<file path="config.mk">
export PLATFORM = sky130hd
export DESIGN_NAME = svrh_core
export DESIGN_NICKNAME = d
export VERILOG_FILES = /design/src/svrh_pkg.sv /design/src/svrh_core.sv
export SDC_FILE = /design/constraint.sdc
export NUM_CORES = 2
export LEC_CHECK = 0
export BUFFER_PORTS_ARGS = -buffer_cell sky130_fd_sc_hd__buf_2
export CAP_MARGIN = 15
export CORE_MARGIN = 5
export CORE_UTILIZATION = 35
export CTS_BUF_LIST = sky130_fd_sc_hd__clkbuf_2
export DETAILED_ROUTE_END_ITERATION = 12
export PLACE_DENSITY_LB_ADDON = 0.2
export SYNTH_ARGS = -nofsm -noshare
export SYNTH_HDL_FRONTEND = slang
export SYNTH_SLANG_ARGS = --single-unit
</file>
<file path="constraint.sdc">
create_clock -name sys_clk_i -period 16.2 [get_ports sys_clk_i]
set_input_delay 0 -clock sys_clk_i [delete_from_list [all_inputs] [get_ports sys_clk_i]]
set_output_delay 0 -clock sys_clk_i [all_outputs]
set_load 0.02 [all_outputs]
</file>
<file path="src/svrh_pkg.sv">
/*
 Shared constants of the servo velocity-reach and homing block: object
 indices, control and status word bit positions, reset values, mode codes,
 homing states and timing figures. Assumes a 200 MHz system clock.
*/
package svrh_pkg;
  // Object dictionary indices and sub-indices.
  localparam logic [15:0] IDX_ERROR_CODE = 16'h603f;
  localparam logic [15:0] IDX_CONTROL = 16'h6040;
  localparam logic [15:0] IDX_STATUS = 16'h6041;
  localparam logic [15:0] IDX_PAUSE_OPT = 16'h605d;
  localparam logic [15:0] IDX_MODE_SEL = 16'h6060;
  localparam logic [15:0] IDX_MODE_DISP = 16'h6061;
  localparam logic [15:0] IDX_POS_DEMAND = 16'h6062;
  localparam logic [15:0] IDX_POS_FB = 16'h6064;
  localparam logic [15:0] IDX_POS_THR = 16'h6067;
  localparam logic [15:0] IDX_POS_WIN = 16'h6068;
  localparam logic [15:0] IDX_SPD_FB = 16'h606c;
  localparam logic [15:0] IDX_SPD_THR = 16'h606d;
  localparam logic [15:0] IDX_SPD_WIN = 16'h606e;
  localparam logic [15:0] IDX_TORQUE = 16'h6077;
  localparam logic [15:0] IDX_ORIGIN_OFS = 16'h607c;
  localparam logic [15:0] IDX_HOME_METHOD = 16'h6098;
  localparam logic [15:0] IDX_HOME_SPEED = 16'h6099;
  localparam logic [15:0] IDX_HOME_ACCEL = 16'h609a;
  localparam logic [15:0] IDX_POS_CALC = 16'h60e6;
  localparam logic [15:0] IDX_FOLLOW_ERR = 16'h60f4;
  localparam logic [15:0] IDX_TARGET_VEL = 16'h60ff;
  localparam logic [7:0] SUB_FAST = 8'h01;
  localparam logic [7:0] SUB_SLOW = 8'h02;
  // Control and status word bit positions.
  localparam int CW_HOMING_BIT = 4;
  localparam int CW_PAUSE_BIT = 8;
  localparam int SW_REACH_BIT = 10;
  localparam int SW_HOME_OK_BIT = 12;
  localparam int SW_HOME_ERR_BIT = 13;
  localparam int SW_HOME_FOUND_BIT = 15;
  // Operation mode codes.
  localparam logic [7:0] MODE_PV = 8'h03;
  localparam logic [7:0] MODE_PT = 8'h04;
  localparam logic [7:0] MODE_HM = 8'h06;
  localparam logic [7:0] MODE_CSV = 8'h09;
  localparam logic [7:0] MODE_MAX = 8'h0a;
  // Homing method range and speed floor.
  localparam logic [7:0] METHOD_MIN = 8'h01;
  localparam logic [7:0] METHOD_MAX = 8'h23;
  localparam logic [31:0] SLOW_MIN = 32'h0000000a;
  // Reset values and the homing error code.
  localparam logic [31:0] RST_POS_THR = 32'h000002de;
  localparam logic [15:0] RST_POS_WIN = 16'h000a;
  localparam logic [15:0] RST_SPD_THR = 16'h000a;
  localparam logic [15:0] RST_SPD_WIN = 16'h000a;
  localparam logic [7:0] RST_METHOD = 8'h01;
  localparam logic [31:0] RST_HOME_SPEED = 32'h00000064;
  localparam logic [31:0] RST_HOME_ACCEL = 32'h00000064;
  localparam logic [15:0] HOME_ERR_CODE = 16'h0001;
  // Timing: clock rate and the millisecond tick derived from it.
  localparam int CLK_HZ = 200_000_000;
  localparam int TICK_MS = 1;
  localparam int CYC_PER_MS = CLK_HZ / 1000 * TICK_MS;
  // Homing sequencer states.
  typedef enum logic [1:0] {
    SVRH_IDLE = 2'b00,
    SVRH_SEEK = 2'b01,
    SVRH_DONE = 2'b10,
    SVRH_FAIL = 2'b11
  } svrh_home_t;
endpackage

</file>
<file path="src/svrh_core.sv">
/*
 Status and command core of a fieldbus servo drive: speed-reached detection,
 operation enable, pause, mode selection and the homing sequencer with its
 origin offset. Assumes the motion feedback inputs come from logic on
 sys_clk_i, the home switch is an asynchronous pin, and object accesses are
 single-cycle strobes from the process-data engine.
*/
// How it works
// (RQ1) Speed reached once rpm error stays inside threshold for window milliseconds.
// (RQ2) Speed reached only while enabled in profile or cyclic velocity mode.
// (RQ3) Speed-reached output moves together with status bit ten; in the code only in velocity modes, else bit ten shows position reached.
// (RQ4) Writes selecting torque mode are refused; the active mode stays.
// (RQ5) Finished homing makes the stop point equal zero plus signed offset.
// (RQ6) Drive operates only when control word bits zero to three are set.
// (RQ7) Rising edge of control bit four starts homing in homing mode.
// (RQ8) Falling edge of control bit four ends the homing operation.
// (RQ9) Control bit eight pauses motion using the selected pause option.
// (RQ10) Status bit twelve reports success once target reached in homing mode.
// (RQ11) Status bit thirteen flags homing timeout or excessive deviation.
// (RQ12) Status bit fifteen sets when the home signal is met.
// (RQ13) Position reach threshold and millisecond window judge target arrival.
// (RQ14) Homing method is signed 8-bit, legal one to thirty-five, reset one.
// (RQ15) Fast and slow search speeds default to 100; slow minimum ten.
// (RQ16) Rest position after homing becomes the feedback origin reference.
// (RQ17) Controller maps control word, target velocity and status word.
// (RQ18) Calculation object zero loads offset, one adds offset to feedback.
// (RQ19) Starting homing clears success, error and home-found bits.
`timescale 1ns/10ps
module svrh_core
  import svrh_pkg::*;
#(
  parameter int CYC_PER_MS_P = CYC_PER_MS,
  parameter logic [15:0] VEL_GAIN = 16'h0001,
  parameter int VEL_SHIFT = 0,
  parameter logic [31:0] HOME_TIMEOUT_MS = 32'h00002710,
  parameter logic [31:0] HOME_DEV_LIMIT = 32'h00100000
) (
  // Clock and reset.
  input wire logic sys_clk_i,
  input wire logic rst_i,
  // Object access from the process-data engine.
  input wire logic obj_wr_i,
  input wire logic obj_rd_i,
  input wire logic [15:0] obj_index_i,
  input wire logic [7:0] obj_sub_i,
  input wire logic [31:0] obj_wdata_i,
  output logic [31:0] obj_rdata_o,
  output logic obj_ack_o,
  output logic obj_err_o,
  // Motion feedback on the system clock.
  input wire logic [31:0] motor_rpm_i,
  input wire logic [31:0] raw_position_i,
  input wire logic [31:0] pos_demand_i,
  input wire logic [31:0] speed_feedback_i,
  input wire logic [15:0] torque_i,
  input wire logic [31:0] follow_err_i,
  input wire logic homing_stop_i,
  // Home switch pin.
  input wire logic home_sw_i,
  // Drive control outputs.
  output logic drive_enable_o,
  output logic [7:0] active_mode_o,
  output logic pause_o,
  output logic [15:0] pause_option_o,
  output logic speed_reached_do_o,
  output logic [15:0] status_word_o,
  output logic [31:0] position_feedback_o,
  // Homing trajectory settings.
  output logic homing_run_o,
  output logic [7:0] homing_method_o,
  output logic [31:0] homing_fast_o,
  output logic [31:0] homing_slow_o,
  output logic [31:0] homing_accel_o
);
  // Object registers.
  logic [15:0] cw_q, cw_d, err_code_q, err_code_d, pause_opt_q, pause_opt_d;
  logic [7:0] mode_q, mode_d, method_q, method_d;
  logic [31:0] pos_thr_q, pos_thr_d, origin_q, origin_d, tgt_vel_q, tgt_vel_d;
  logic [15:0] pos_win_q, pos_win_d, spd_thr_q, spd_thr_d, spd_win_q, spd_win_d;
  logic [31:0] fast_q, fast_d, slow_q, slow_d, accel_q, accel_d;
  logic calc_q, calc_d;
  logic [31:0] rdata_q, rdata_d;
  logic ack_q, ack_d, err_q, err_d;
  // Detector and homing state.
  logic [31:0] ms_cnt_q, ms_cnt_d;
  logic tick_q, tick_d;
  logic [15:0] spd_cnt_q, spd_cnt_d, pos_cnt_q, pos_cnt_d;
  logic spd_ok_q, spd_ok_d, pos_ok_q, pos_ok_d;
  svrh_home_t home_q, home_d;
  logic [31:0] to_cnt_q, to_cnt_d, ofs_q, ofs_d, pfb_q, pfb_d;
  logic found_q, found_d, hok_q, hok_d, herr_q, herr_d;
  logic bit4_prev_q, en_q, en_d, pause_q, pause_d;
  logic [15:0] sw_q, sw_d;
  logic home_meta_q, home_sync_q, home_prev_q;
  // Combinational helpers.
  logic enable_ok, vel_mode, home_start, home_rise, spd_in_band, pos_in_band, dev_big;
  logic signed [48:0] vel_prod;
  logic signed [48:0] vel_shift;
  logic [32:0] spd_diff, spd_abs, fe_abs;

  // Speed command converted to motor rpm by a fixed-point gain; the product is
  // kept at full width so large command speeds do not wrap before the shift.
  always_comb begin
    vel_prod = $signed(tgt_vel_q) * $signed({1'b0, VEL_GAIN});
    vel_shift = vel_prod >>> VEL_SHIFT;
    spd_diff = {vel_shift[31], vel_shift[31:0]} - {motor_rpm_i[31], motor_rpm_i};
    spd_abs = spd_diff[32] ? (33'h0 - spd_diff) : spd_diff;
    fe_abs = follow_err_i[31] ? (33'h0 - {1'b1, follow_err_i}) : {1'b0, follow_err_i};
    // (RQ1) Speed error band.
    spd_in_band = spd_abs <= {17'h0, spd_thr_q};
    // (RQ13) Position error band.
    pos_in_band = fe_abs <= {1'b0, pos_thr_q};
    dev_big = fe_abs > {1'b0, HOME_DEV_LIMIT};
    // (RQ6) All four start bits.
    enable_ok = &cw_q[3:0];
    vel_mode = (mode_q == MODE_PV) || (mode_q == MODE_CSV);
    // (RQ7) Homing start edge.
    home_start = (mode_q == MODE_HM) && enable_ok && cw_q[CW_HOMING_BIT] && !bit4_prev_q;
    home_rise = home_sync_q && !home_prev_q;
  end

  // Object write and read decode; unmapped or read-only targets answer with an error.
  always_comb begin
    cw_d = cw_q;
    pause_opt_d = pause_opt_q;
    mode_d = mode_q;
    pos_thr_d = pos_thr_q;
    pos_win_d = pos_win_q;
    spd_thr_d = spd_thr_q;
    spd_win_d = spd_win_q;
    origin_d = origin_q;
    method_d = method_q;
    fast_d = fast_q;
    slow_d = slow_q;
    accel_d = accel_q;
    calc_d = calc_q;
    tgt_vel_d = tgt_vel_q;
    rdata_d = rdata_q;
    ack_d = obj_wr_i || obj_rd_i;
    err_d = 1'b0;
    if (obj_wr_i) begin
      unique case (obj_index_i)
        IDX_CONTROL: cw_d = obj_wdata_i[15:0];
        IDX_PAUSE_OPT: pause_opt_d = obj_wdata_i[15:0];
        IDX_MODE_SEL: begin
          // (RQ4) Torque mode refused.
          if (obj_wdata_i[7:0] == MODE_PT || obj_wdata_i[7:0] > MODE_MAX) begin
            err_d = 1'b1;
          end else begin
            mode_d = obj_wdata_i[7:0];
          end
        end
        IDX_POS_THR: pos_thr_d = obj_wdata_i;
        IDX_POS_WIN: pos_win_d = obj_wdata_i[15:0];
        IDX_SPD_THR: spd_thr_d = obj_wdata_i[15:0];
        IDX_SPD_WIN: spd_win_d = obj_wdata_i[15:0];
        IDX_ORIGIN_OFS: origin_d = obj_wdata_i;
        IDX_HOME_METHOD: begin
          // (RQ14) Method range check.
          if ($signed(obj_wdata_i[7:0]) >= $signed(METHOD_MIN) && $signed(obj_wdata_i[7:0]) <= $signed(METHOD_MAX)) begin
            method_d = obj_wdata_i[7:0];
          end else begin
            err_d = 1'b1;
          end
        end
        IDX_HOME_SPEED: begin
          // (RQ15) Search speeds with slow floor.
          if (obj_sub_i == SUB_FAST) begin
            fast_d = obj_wdata_i;
          end else if (obj_sub_i == SUB_SLOW) begin
            slow_d = (obj_wdata_i < SLOW_MIN) ? SLOW_MIN : obj_wdata_i;
          end else begin
            err_d = 1'b1;
          end
        end
        IDX_HOME_ACCEL: accel_d = obj_wdata_i;
        IDX_POS_CALC: calc_d = obj_wdata_i[0];
        IDX_TARGET_VEL: tgt_vel_d = obj_wdata_i;
        default: err_d = 1'b1;
      endcase
    end else if (obj_rd_i) begin
      rdata_d = 32'h0;
      unique case (obj_index_i)
        IDX_ERROR_CODE: rdata_d = {16'h0, err_code_q};
        IDX_CONTROL: rdata_d = {16'h0, cw_q};
        IDX_STATUS: rdata_d = {16'h0, sw_q};
        IDX_PAUSE_OPT: rdata_d = {16'h0, pause_opt_q};
        IDX_MODE_SEL, IDX_MODE_DISP: rdata_d = {{24{mode_q[7]}}, mode_q};
        IDX_POS_DEMAND: rdata_d = pos_demand_i;
        IDX_POS_FB: rdata_d = pfb_q;
        IDX_POS_THR: rdata_d = pos_thr_q;
        IDX_POS_WIN: rdata_d = {16'h0, pos_win_q};
        IDX_SPD_FB: rdata_d = speed_feedback_i;
        IDX_SPD_THR: rdata_d = {16'h0, spd_thr_q};
        IDX_SPD_WIN: rdata_d = {16'h0, spd_win_q};
        IDX_TORQUE: rdata_d = {{16{torque_i[15]}}, torque_i};
        IDX_ORIGIN_OFS: rdata_d = origin_q;
        IDX_HOME_METHOD: rdata_d = {{24{method_q[7]}}, method_q};
        IDX_HOME_SPEED: begin
          if (obj_sub_i == SUB_FAST) begin
            rdata_d = fast_q;
          end else if (obj_sub_i == SUB_SLOW) begin
            rdata_d = slow_q;
          end else begin
            err_d = 1'b1;
          end
        end
        IDX_HOME_ACCEL: rdata_d = accel_q;
        IDX_POS_CALC: rdata_d = {31'h0, calc_q};
        IDX_FOLLOW_ERR: rdata_d = follow_err_i;
        IDX_TARGET_VEL: rdata_d = tgt_vel_q;
        default: err_d = 1'b1;
      endcase
    end
  end

  // Millisecond tick and the two reach detectors. Counting whole ticks means a
  // window can be up to one tick short, the price of sharing a single divider.
  always_comb begin
    tick_d = (ms_cnt_q == 32'(CYC_PER_MS_P - 1));
    ms_cnt_d = tick_d ? 32'h0 : (ms_cnt_q + 32'h1);
    spd_cnt_d = spd_cnt_q;
    pos_cnt_d = pos_cnt_q;
    // (RQ2) Only enabled velocity modes qualify.
    if (!(en_q && vel_mode && spd_in_band)) begin
      spd_cnt_d = 16'h0;
    end else if (tick_q && spd_cnt_q < spd_win_q) begin
      spd_cnt_d = spd_cnt_q + 16'h1;
    end
    // (RQ1) Band held for the window.
    spd_ok_d = en_q && vel_mode && spd_in_band && (spd_cnt_q >= spd_win_q);
    // (RQ13) Position held for the window.
    if (!pos_in_band) begin
      pos_cnt_d = 16'h0;
    end else if (tick_q && pos_cnt_q < pos_win_q) begin
      pos_cnt_d = pos_cnt_q + 16'h1;
    end
    pos_ok_d = pos_in_band && (pos_cnt_q >= pos_win_q);
  end

  // Homing sequencer, origin handling and drive control.
  always_comb begin
    home_d = home_q;
    to_cnt_d = to_cnt_q;
    ofs_d = ofs_q;
    found_d = found_q;
    hok_d = hok_q;
    herr_d = herr_q;
    err_code_d = err_code_q;
    // (RQ6) Operation enable.
    en_d = enable_ok;
    // (RQ9) Pause follows bit eight.
    pause_d = cw_q[CW_PAUSE_BIT];
    if (home_start) begin
      home_d = SVRH_SEEK;
      to_cnt_d = 32'h0;
      // (RQ19) Fresh run clears flags.
      found_d = 1'b0;
      hok_d = 1'b0;
      herr_d = 1'b0;
      err_code_d = 16'h0;
    end else begin
      unique case (home_q)
        SVRH_IDLE: begin
        end
        SVRH_SEEK: begin
          if (tick_q && !pause_q) begin
            to_cnt_d = to_cnt_q + 32'h1;
          end
          // (RQ12) Home signal met.
          if (home_rise) begin
            found_d = 1'b1;
          end
          // (RQ8) Bit four dropped ends homing.
          if (!cw_q[CW_HOMING_BIT] || !en_q) begin
            home_d = SVRH_IDLE;
          end else if (dev_big || to_cnt_q >= HOME_TIMEOUT_MS) begin
            // (RQ11) Timeout or deviation error.
            home_d = SVRH_FAIL;
            herr_d = 1'b1;
            err_code_d = HOME_ERR_CODE;
          end else if (homing_stop_i) begin
            home_d = SVRH_DONE;
            // (RQ5) Origin at stop point.
            // (RQ16) Rest point is the reference.
            // (RQ18) Absolute or relative offset.
            ofs_d = calc_q ? (ofs_q + origin_q) : (origin_q - raw_position_i);
          end
        end
        SVRH_DONE: begin
          // (RQ10) Success after target reached.
          if (pos_ok_q && mode_q == MODE_HM) begin
            hok_d = 1'b1;
          end
          if (!cw_q[CW_HOMING_BIT]) begin
            home_d = SVRH_IDLE;
          end
        end
        SVRH_FAIL: begin
          if (!cw_q[CW_HOMING_BIT]) begin
            home_d = SVRH_IDLE;
          end
        end
      endcase
    end
    pfb_d = raw_position_i + ofs_q;
    // (RQ3) Status bit and output from one source in velocity modes; bit ten shows position reached otherwise.
    sw_d = 16'h0;
    sw_d[SW_REACH_BIT] = vel_mode ? spd_ok_d : pos_ok_d;
    sw_d[SW_HOME_OK_BIT] = hok_d;
    sw_d[SW_HOME_ERR_BIT] = herr_d;
    sw_d[SW_HOME_FOUND_BIT] = found_d;
  end

  // Registers; all control state returns to its reset value synchronously.
  always_ff @(posedge sys_clk_i) begin
    if (rst_i) begin
      cw_q <= 16'h0;
      err_code_q <= 16'h0;
      pause_opt_q <= 16'h0;
      mode_q <= 8'h0;
      method_q <= RST_METHOD;
      pos_thr_q <= RST_POS_THR;
      pos_win_q <= RST_POS_WIN;
      spd_thr_q <= RST_SPD_THR;
      spd_win_q <= RST_SPD_WIN;
      origin_q <= 32'h0;
      tgt_vel_q <= 32'h0;
      fast_q <= RST_HOME_SPEED;
      slow_q <= RST_HOME_SPEED;
      accel_q <= RST_HOME_ACCEL;
      calc_q <= 1'b0;
      rdata_q <= 32'h0;
      ack_q <= 1'b0;
      err_q <= 1'b0;
      ms_cnt_q <= 32'h0;
      tick_q <= 1'b0;
      spd_cnt_q <= 16'h0;
      pos_cnt_q <= 16'h0;
      spd_ok_q <= 1'b0;
      pos_ok_q <= 1'b0;
      home_q <= SVRH_IDLE;
      to_cnt_q <= 32'h0;
      ofs_q <= 32'h0;
      pfb_q <= 32'h0;
      found_q <= 1'b0;
      hok_q <= 1'b0;
      herr_q <= 1'b0;
      bit4_prev_q <= 1'b0;
      en_q <= 1'b0;
      pause_q <= 1'b0;
      sw_q <= 16'h0;
      home_meta_q <= 1'b0;
      home_sync_q <= 1'b0;
      home_prev_q <= 1'b0;
    end else begin
      cw_q <= cw_d;
      err_code_q <= err_code_d;
      pause_opt_q <= pause_opt_d;
      mode_q <= mode_d;
      method_q <= method_d;
      pos_thr_q <= pos_thr_d;
      pos_win_q <= pos_win_d;
      spd_thr_q <= spd_thr_d;
      spd_win_q <= spd_win_d;
      origin_q <= origin_d;
      tgt_vel_q <= tgt_vel_d;
      fast_q <= fast_d;
      slow_q <= slow_d;
      accel_q <= accel_d;
      calc_q <= calc_d;
      rdata_q <= rdata_d;
      ack_q <= ack_d;
      err_q <= err_d;
      ms_cnt_q <= ms_cnt_d;
      tick_q <= tick_d;
      spd_cnt_q <= spd_cnt_d;
      pos_cnt_q <= pos_cnt_d;
      spd_ok_q <= spd_ok_d;
      pos_ok_q <= pos_ok_d;
      home_q <= home_d;
      to_cnt_q <= to_cnt_d;
      ofs_q <= ofs_d;
      pfb_q <= pfb_d;
      found_q <= found_d;
      hok_q <= hok_d;
      herr_q <= herr_d;
      bit4_prev_q <= cw_q[CW_HOMING_BIT];
      en_q <= en_d;
      pause_q <= pause_d;
      sw_q <= sw_d;
      home_meta_q <= home_sw_i;
      home_sync_q <= home_meta_q;
      home_prev_q <= home_sync_q;
    end
  end

  // Outputs are straight register copies, except homing_run_o, which is decoded from the homing state.
  assign obj_rdata_o = rdata_q;
  assign obj_ack_o = ack_q;
  assign obj_err_o = err_q;
  assign drive_enable_o = en_q;
  assign active_mode_o = mode_q;
  assign pause_o = pause_q;
  assign pause_option_o = pause_opt_q;
  assign speed_reached_do_o = spd_ok_q;
  assign status_word_o = sw_q;
  assign position_feedback_o = pfb_q;
  assign homing_run_o = (home_q == SVRH_SEEK);
  assign homing_method_o = method_q;
  assign homing_fast_o = fast_q;
  assign homing_slow_o = slow_q;
  assign homing_accel_o = accel_q;
endmodule

</file>
* Yosys cells after proc, flatten, opt, wreduce, memory -nomap -nowiden *
Cells that the tools add are included.

storage, ports and cells
  register bits = 514
  output and inout bits = 214
  logic and storage cells = 191
  bits of input ports = 238

operators by class
  mux-type cells = 32
  equal/unequal tests = 35
  $lt $le $gt $ge = 12
  reduce and logical (&&, ||, !) cells = 54
  bitwise gates (word level) = 8
  add/subtract/negate cells = 10

operators with widths
  cell                     count
  $pmux W32 S20            1
  $eq A16 B15 Y1 const B   21
  $mux W32                 4
  $mux W33                 2
  $sub A1 B33 Y33 const A  2
  $add A32 B1 Y32 const B  2
  $add A32 B32 Y32         2
  $gt A33 B21 Y1 const B   1
  $le A33 B16 Y1           1
  $le A33 B32 Y1           1
  $sub A32 B32 Y33         1
  $add A16 B1 Y16 const B  2
  $eq A32 B18 Y1 const B   1
  $ge A16 B16 Y1           2
  $ge A32 B14 Y1 const B   1
  $lt A16 B16 Y1           2
  $lt A32 B4 Y1 const B    1
  $sub A32 B32 Y32         1
  $reduce_and A2 Y1        12
  $reduce_or A20 Y1        1
  $mux W1                  18
  $reduce_and A3 Y1        6
  $eq A8 B2 Y1 const B     2
  $eq A8 B3 Y1 const B     2
  25 further kinds         62

* Logic depth before layout (Yosys ltp) *
  word-level depth = 8
  gate-level depth with buffers = 25
  depth with buffers taken out = 23

* Worst setup path before layout *
No wires, ideal clock.

  path type = register -> register
  start = reg tgt_vel_q[0]
  end = reg spd_cnt_q[10]
  arrival = 5598 ps
  period minus slack after synthesis = 5671 ps
  library setup time = 73 ps
  stages on the path, launching flop included = 26
  path slack = 10529 ps
  data required time = 16127 ps
  path buffers = 2
  cells stage by stage = dfxtp_1 inv_1 ha_1 fa_1 nand2b_1 a21oi_2 o21ai_1 a2111oi_1 or2_2 o31a_1 clkbuf_1 nor2_1 xnor2_1 ha_1 a21o_1 a21o_1 a211oi_1 o21ai_0 a221oi_1 o21ai_0 a2111oi_0 o311a_1 o2111a_1 o2111ai_2 buf_4 nor3_2

between the ends
  cells in the longest elaborated chain, start to end = 7

ends and longest elaborated chain
  what                            RTL line          text
  start: declaration              svrh_core.sv:78   logic [31:0] pos_thr_q, pos_thr_d, origin_q, origin_d, tgt_vel_q, tgt_vel_d;
  start signal: assignment        svrh_core.sv:367  tgt_vel_q <= tgt_vel_d;
  $sub A32 B32 Y33 (*)            svrh_core.sv:106  spd_diff = {vel_shift[31], vel_shift[31:0]} - {motor_rpm_i[31], motor_rpm_i};
  $sub A1 B33 Y33                 svrh_core.sv:107  spd_abs = spd_diff[32] ? (33'h0 - spd_diff) : spd_diff;
  $mux W33 (*)                    svrh_core.sv:107
  $le A33 B16 Y1 (*)              svrh_core.sv:110  spd_in_band = spd_abs <= {17'h0, spd_thr_q};
  $logic_and A1 B1 Y1 (*)         svrh_core.sv:225  if (!(en_q && vel_mode && spd_in_band)) begin
  $not A1 Y1 (no line) (*)        --
  $reduce_or A2 Y1 (no line) (*)  --
  end signal: assignment          svrh_core.sv:377  spd_cnt_q <= spd_cnt_d;
  end: declaration                svrh_core.sv:87   logic [15:0] spd_cnt_q, spd_cnt_d, pos_cnt_q, pos_cnt_d;

Mark *: on every way between the ends. The rest lies on a longest branch, timed or not.
A chain may end at the register's enable or synchronous reset.

* Worst setup path after layout *
  start = reg tgt_vel_q[0]
  end = reg spd_cnt_q[8]

The elaborated chain is that of the path after synthesis.

==> results by group <==
STA
  – Final Hold Viols: 0
  – Min Tclk post-route: ~8 ns
  – Fin Setup TNS: 0 ns
  – Achievable frequency: 0.124 GHz
  – Relative slew margins: 10.7%
  – Period utilization: roughly half
  – RSZ-0062 raised after global routing: false
  – Final slew viol count: 0
  – Final setup viols: 0
  – Clock skew: 0.127 ns
  – Slew @ Worst Pin: around 1.3 ns

Setup path
  – Cells on worst reg2reg path: 25
  – Crit path capture: spd_cnt_q[8]
  – Req. time, crit path: 17.58 ns
  – CP startpoint kind: flip-flop
  – Critical Path AT: 9.44 ns
  – Peak fanout along the critical path: 15
  – Slowest stage cell, crit path: dlygate4sd3_1
  – Worst path bufs/invs: 3
  – Reg2reg start: tgt_vel_q[0]
  – Flop-to-flop setup slack: 8.14 ns
  – Max stage delay on crit path: roughly 0.86 ns
  – Worst path top cell family by delay: compound AO/OA/AOI/OAI gates
  – CP Launch Point: tgt_vel_q[0]
  – R2R Path End: spd_cnt_q[8]
  – CP endpoint kind: flip-flop
  – Setup CP Type: flip-flop to flip-flop
  – Critical path depth in cells: 25

Routing
  – Avg WL per Cell: 24.1 um
  – Post-DR vias/cell: 5.65
  – Antenna viol nets, final: 0
  – Iteration-0 DRC count of the detailed router: 3,988
  – TritonRoute pass-1 iters: 6
  – DR vias: around 35,000
  – DRC Markers: 0
  – Final wirelength: around 150,000 um

Pwr
  – Leakage: 16.5 nW
  – Total power: about 2.6 mW
  – Worst IR Drop VDD: 0.0644 mV
  – Power Dens Cells: approximately 66 nW/um^2

Min path
  – WHS Path Cells: 5
  – Hold WC Path Type: input pin to flip-flop

Floorplan
  – Core area: slightly below 90,000 um^2
  – Initial core utilization: 35.1%
  – Ports: 452
  – Die area: around 95,000 um^2
  – Die width: 307 um
  – Row count: 109
  – Die height: 307 um

Finish
  – Fillers: between 9,000 and 10,000
  – Most common cell after layout, fill and taps aside: nand2_1
  – Area growth syn-to-layout: 29.5%
  – Layout cells sized above 1: 15.6%
  – Commonest cells after routing, fill and taps aside: nand2_1, dfxtp_1, dlygate4sd3_1, buf_2, a21oi_1
  – Final net count: 5,380

Status
  – Status: complete, no violations

Clocking
  – Clk buf depth: 3
  – CTS buffer count: 145
  – Clock latency on the worst-skew pair: roughly 1.4 ns
  – Post-CTS Setup Repair Bufs: 0
  – Clock Sinks: around 500
  – CTS tree: done
  – H-tree depth: 4
  – CTS root buf: clkbuf_2
  – Clock slew at reported path FFs: ~0.1 ns

Global routing
  – Largest net degree at the start of global routing: 161
  – Vias in the first global route: 33,300
  – First-pass GRT wire length: 218,000 um
  – Total track usage: between 30% and 40%
  – Antenna violations before repair: 33
  – Total congestion overflow: 0

Yosys
  – Ys Warns: 0
  – Syn Area/Cell: between 7 and 8 um^2
  – Sequential fraction of the synthesis area: about a third
  – EDFF count, synth: 0
  – Synth cell types: just over 90
  – #FFs+latches synth: 499
  – Ys flop type: dfxtp_1
  – Syn Inst Count: a little over 4,000
  – Post-Syn Area: a little over 30,000 um^2
  – Async SR Flop Fraction: 0%

Flow run
  – Max_cap viols: 0

Place
  – IO buf count: 439
  – Placer Congestion: slightly above 0.9
  – Final HPWL DP: 108,000 um
[cells by family (layout without fill, tap and decap cells)]
kind of cell / Yosys count / in the layout / share of synthesized area, %
xor gates and xnor gates: 218 / 218 / 6.17
DFF: 499 / 499 / 32.3
adders and majority gates: 186 / 186 / 7.59
other: 1 / 30 / 0.0121
muxes: 23 / 23 / 0.760
and+or+nand+nor: 1723 / 1723 / 25.9
AOI/OAI and AO/OA: 1032 / 1032 / 21.8
buffers and inverters: 431 / 1362 / 5.55
[through the flow]
stage          cell area [um^2]  setup WS (ns)  util, %  hold slack (ns)  instances
2_1_floorplan             31000          10.53        -            0.128       4124
3_3_place_gp              34100           9.04     38.7            0.213       5512
3_5_place_dp              34100           8.93     38.7            0.220       5512
4_1_cts                   40000           8.17     45.5         0.000231       6220
5_1_grt                   40100           7.57     45.5            0.142       6229
6_report                  40100           8.14     45.5            0.182       6238
[tightest hold or removal path: stages]
cell,delay (ns)
dlygate4sd3_1,0.52
buf_2,0.23
a2111oi_0,0.16
and3_1,0.36
nor3b_1,0.21
[power by group]
part           switching (mW)  internal, mW
combinational           0.220         0.158
sequential             0.0101          1.24
clock                   0.603         0.412
total                   0.833          1.81
[routing by layer]
layer  wire length, um  share of wire [%]  vias to the layer above  global-route usage [%]
met5               158               0.11                        -                       0
met4              6400                4.3                       26                    12.7
met3             17200                 11                      355                    9.34
met2             63900                 42                     1794                    45.7
met1             62700                 42                    16700                    40.5
li1                  -                  -                    16300                       -
[final cells by class]
cell class              instances  area (um^2)  share of cell area (%)
diodes                         18         45.0                   0.112
multi-input cells            3194        19400                    48.4
flip-flops and latches        499         9990                    24.9
well taps                    1165         1460                    3.64
clock buffers                 212         1060                    2.65
repair buffers                949         7230                    18.0
inverters                     167          627                    1.56
clock inverters                34          264                   0.658
[synthesized netlist by cell type, types with 17 or more instances]
library cell / number / area [um^2]
nand3_1: 93 / 465
and3_1: 45 / 282
nor3_1: 124 / 621
inv_1: 166 / 623
nor4_1: 38 / 238
nand2_1: 803 / 3010
o21bai_1: 20 / 150
or3_1: 33 / 206
buf_4: 17 / 128
a2111oi_0: 24 / 210
o21ai_0: 141 / 706
clkbuf_1: 228 / 856
dfxtp_1: 499 / 9990
ha_1: 183 / 2290
nand4_1: 71 / 444
a221oi_1: 31 / 272
nand3b_1: 29 / 218
nand2b_1: 34 / 213
a22oi_1: 105 / 788
a22o_1: 31 / 272
a21o_1: 65 / 488
xor2_1: 82 / 718
nor2b_1: 31 / 194
o21a_1: 36 / 270
a21oi_1: 380 / 1900
xnor2_1: 136 / 1190
mux2i_1: 19 / 190
and2_1: 19 / 119
nor2_1: 304 / 1140
a211oi_1: 21 / 158
a31oi_1: 18 / 113
[repair_timing]
item	in CTS	in global routing
gates resized for setup	0	0
hold buffers	462	0
hold endpoints to repair	496	0
[how the worst min path moves through the flow]
stage / start / to / slack, ns
global placement: home_sw_i / home_meta_q / 0.21
global route: follow_err_i[3] / obj_rdata_o[3] / 0.14
detailed placement: home_sw_i / home_meta_q / 0.22
floorplan: home_sw_i / home_meta_q / 0.13
finish: obj_wdata_i[6] / homing_method_o[7] / 0.18
CTS: raw_position_i[0] / ofs_q[11] / 0.0002
Power figures use the tool's default switching activity.
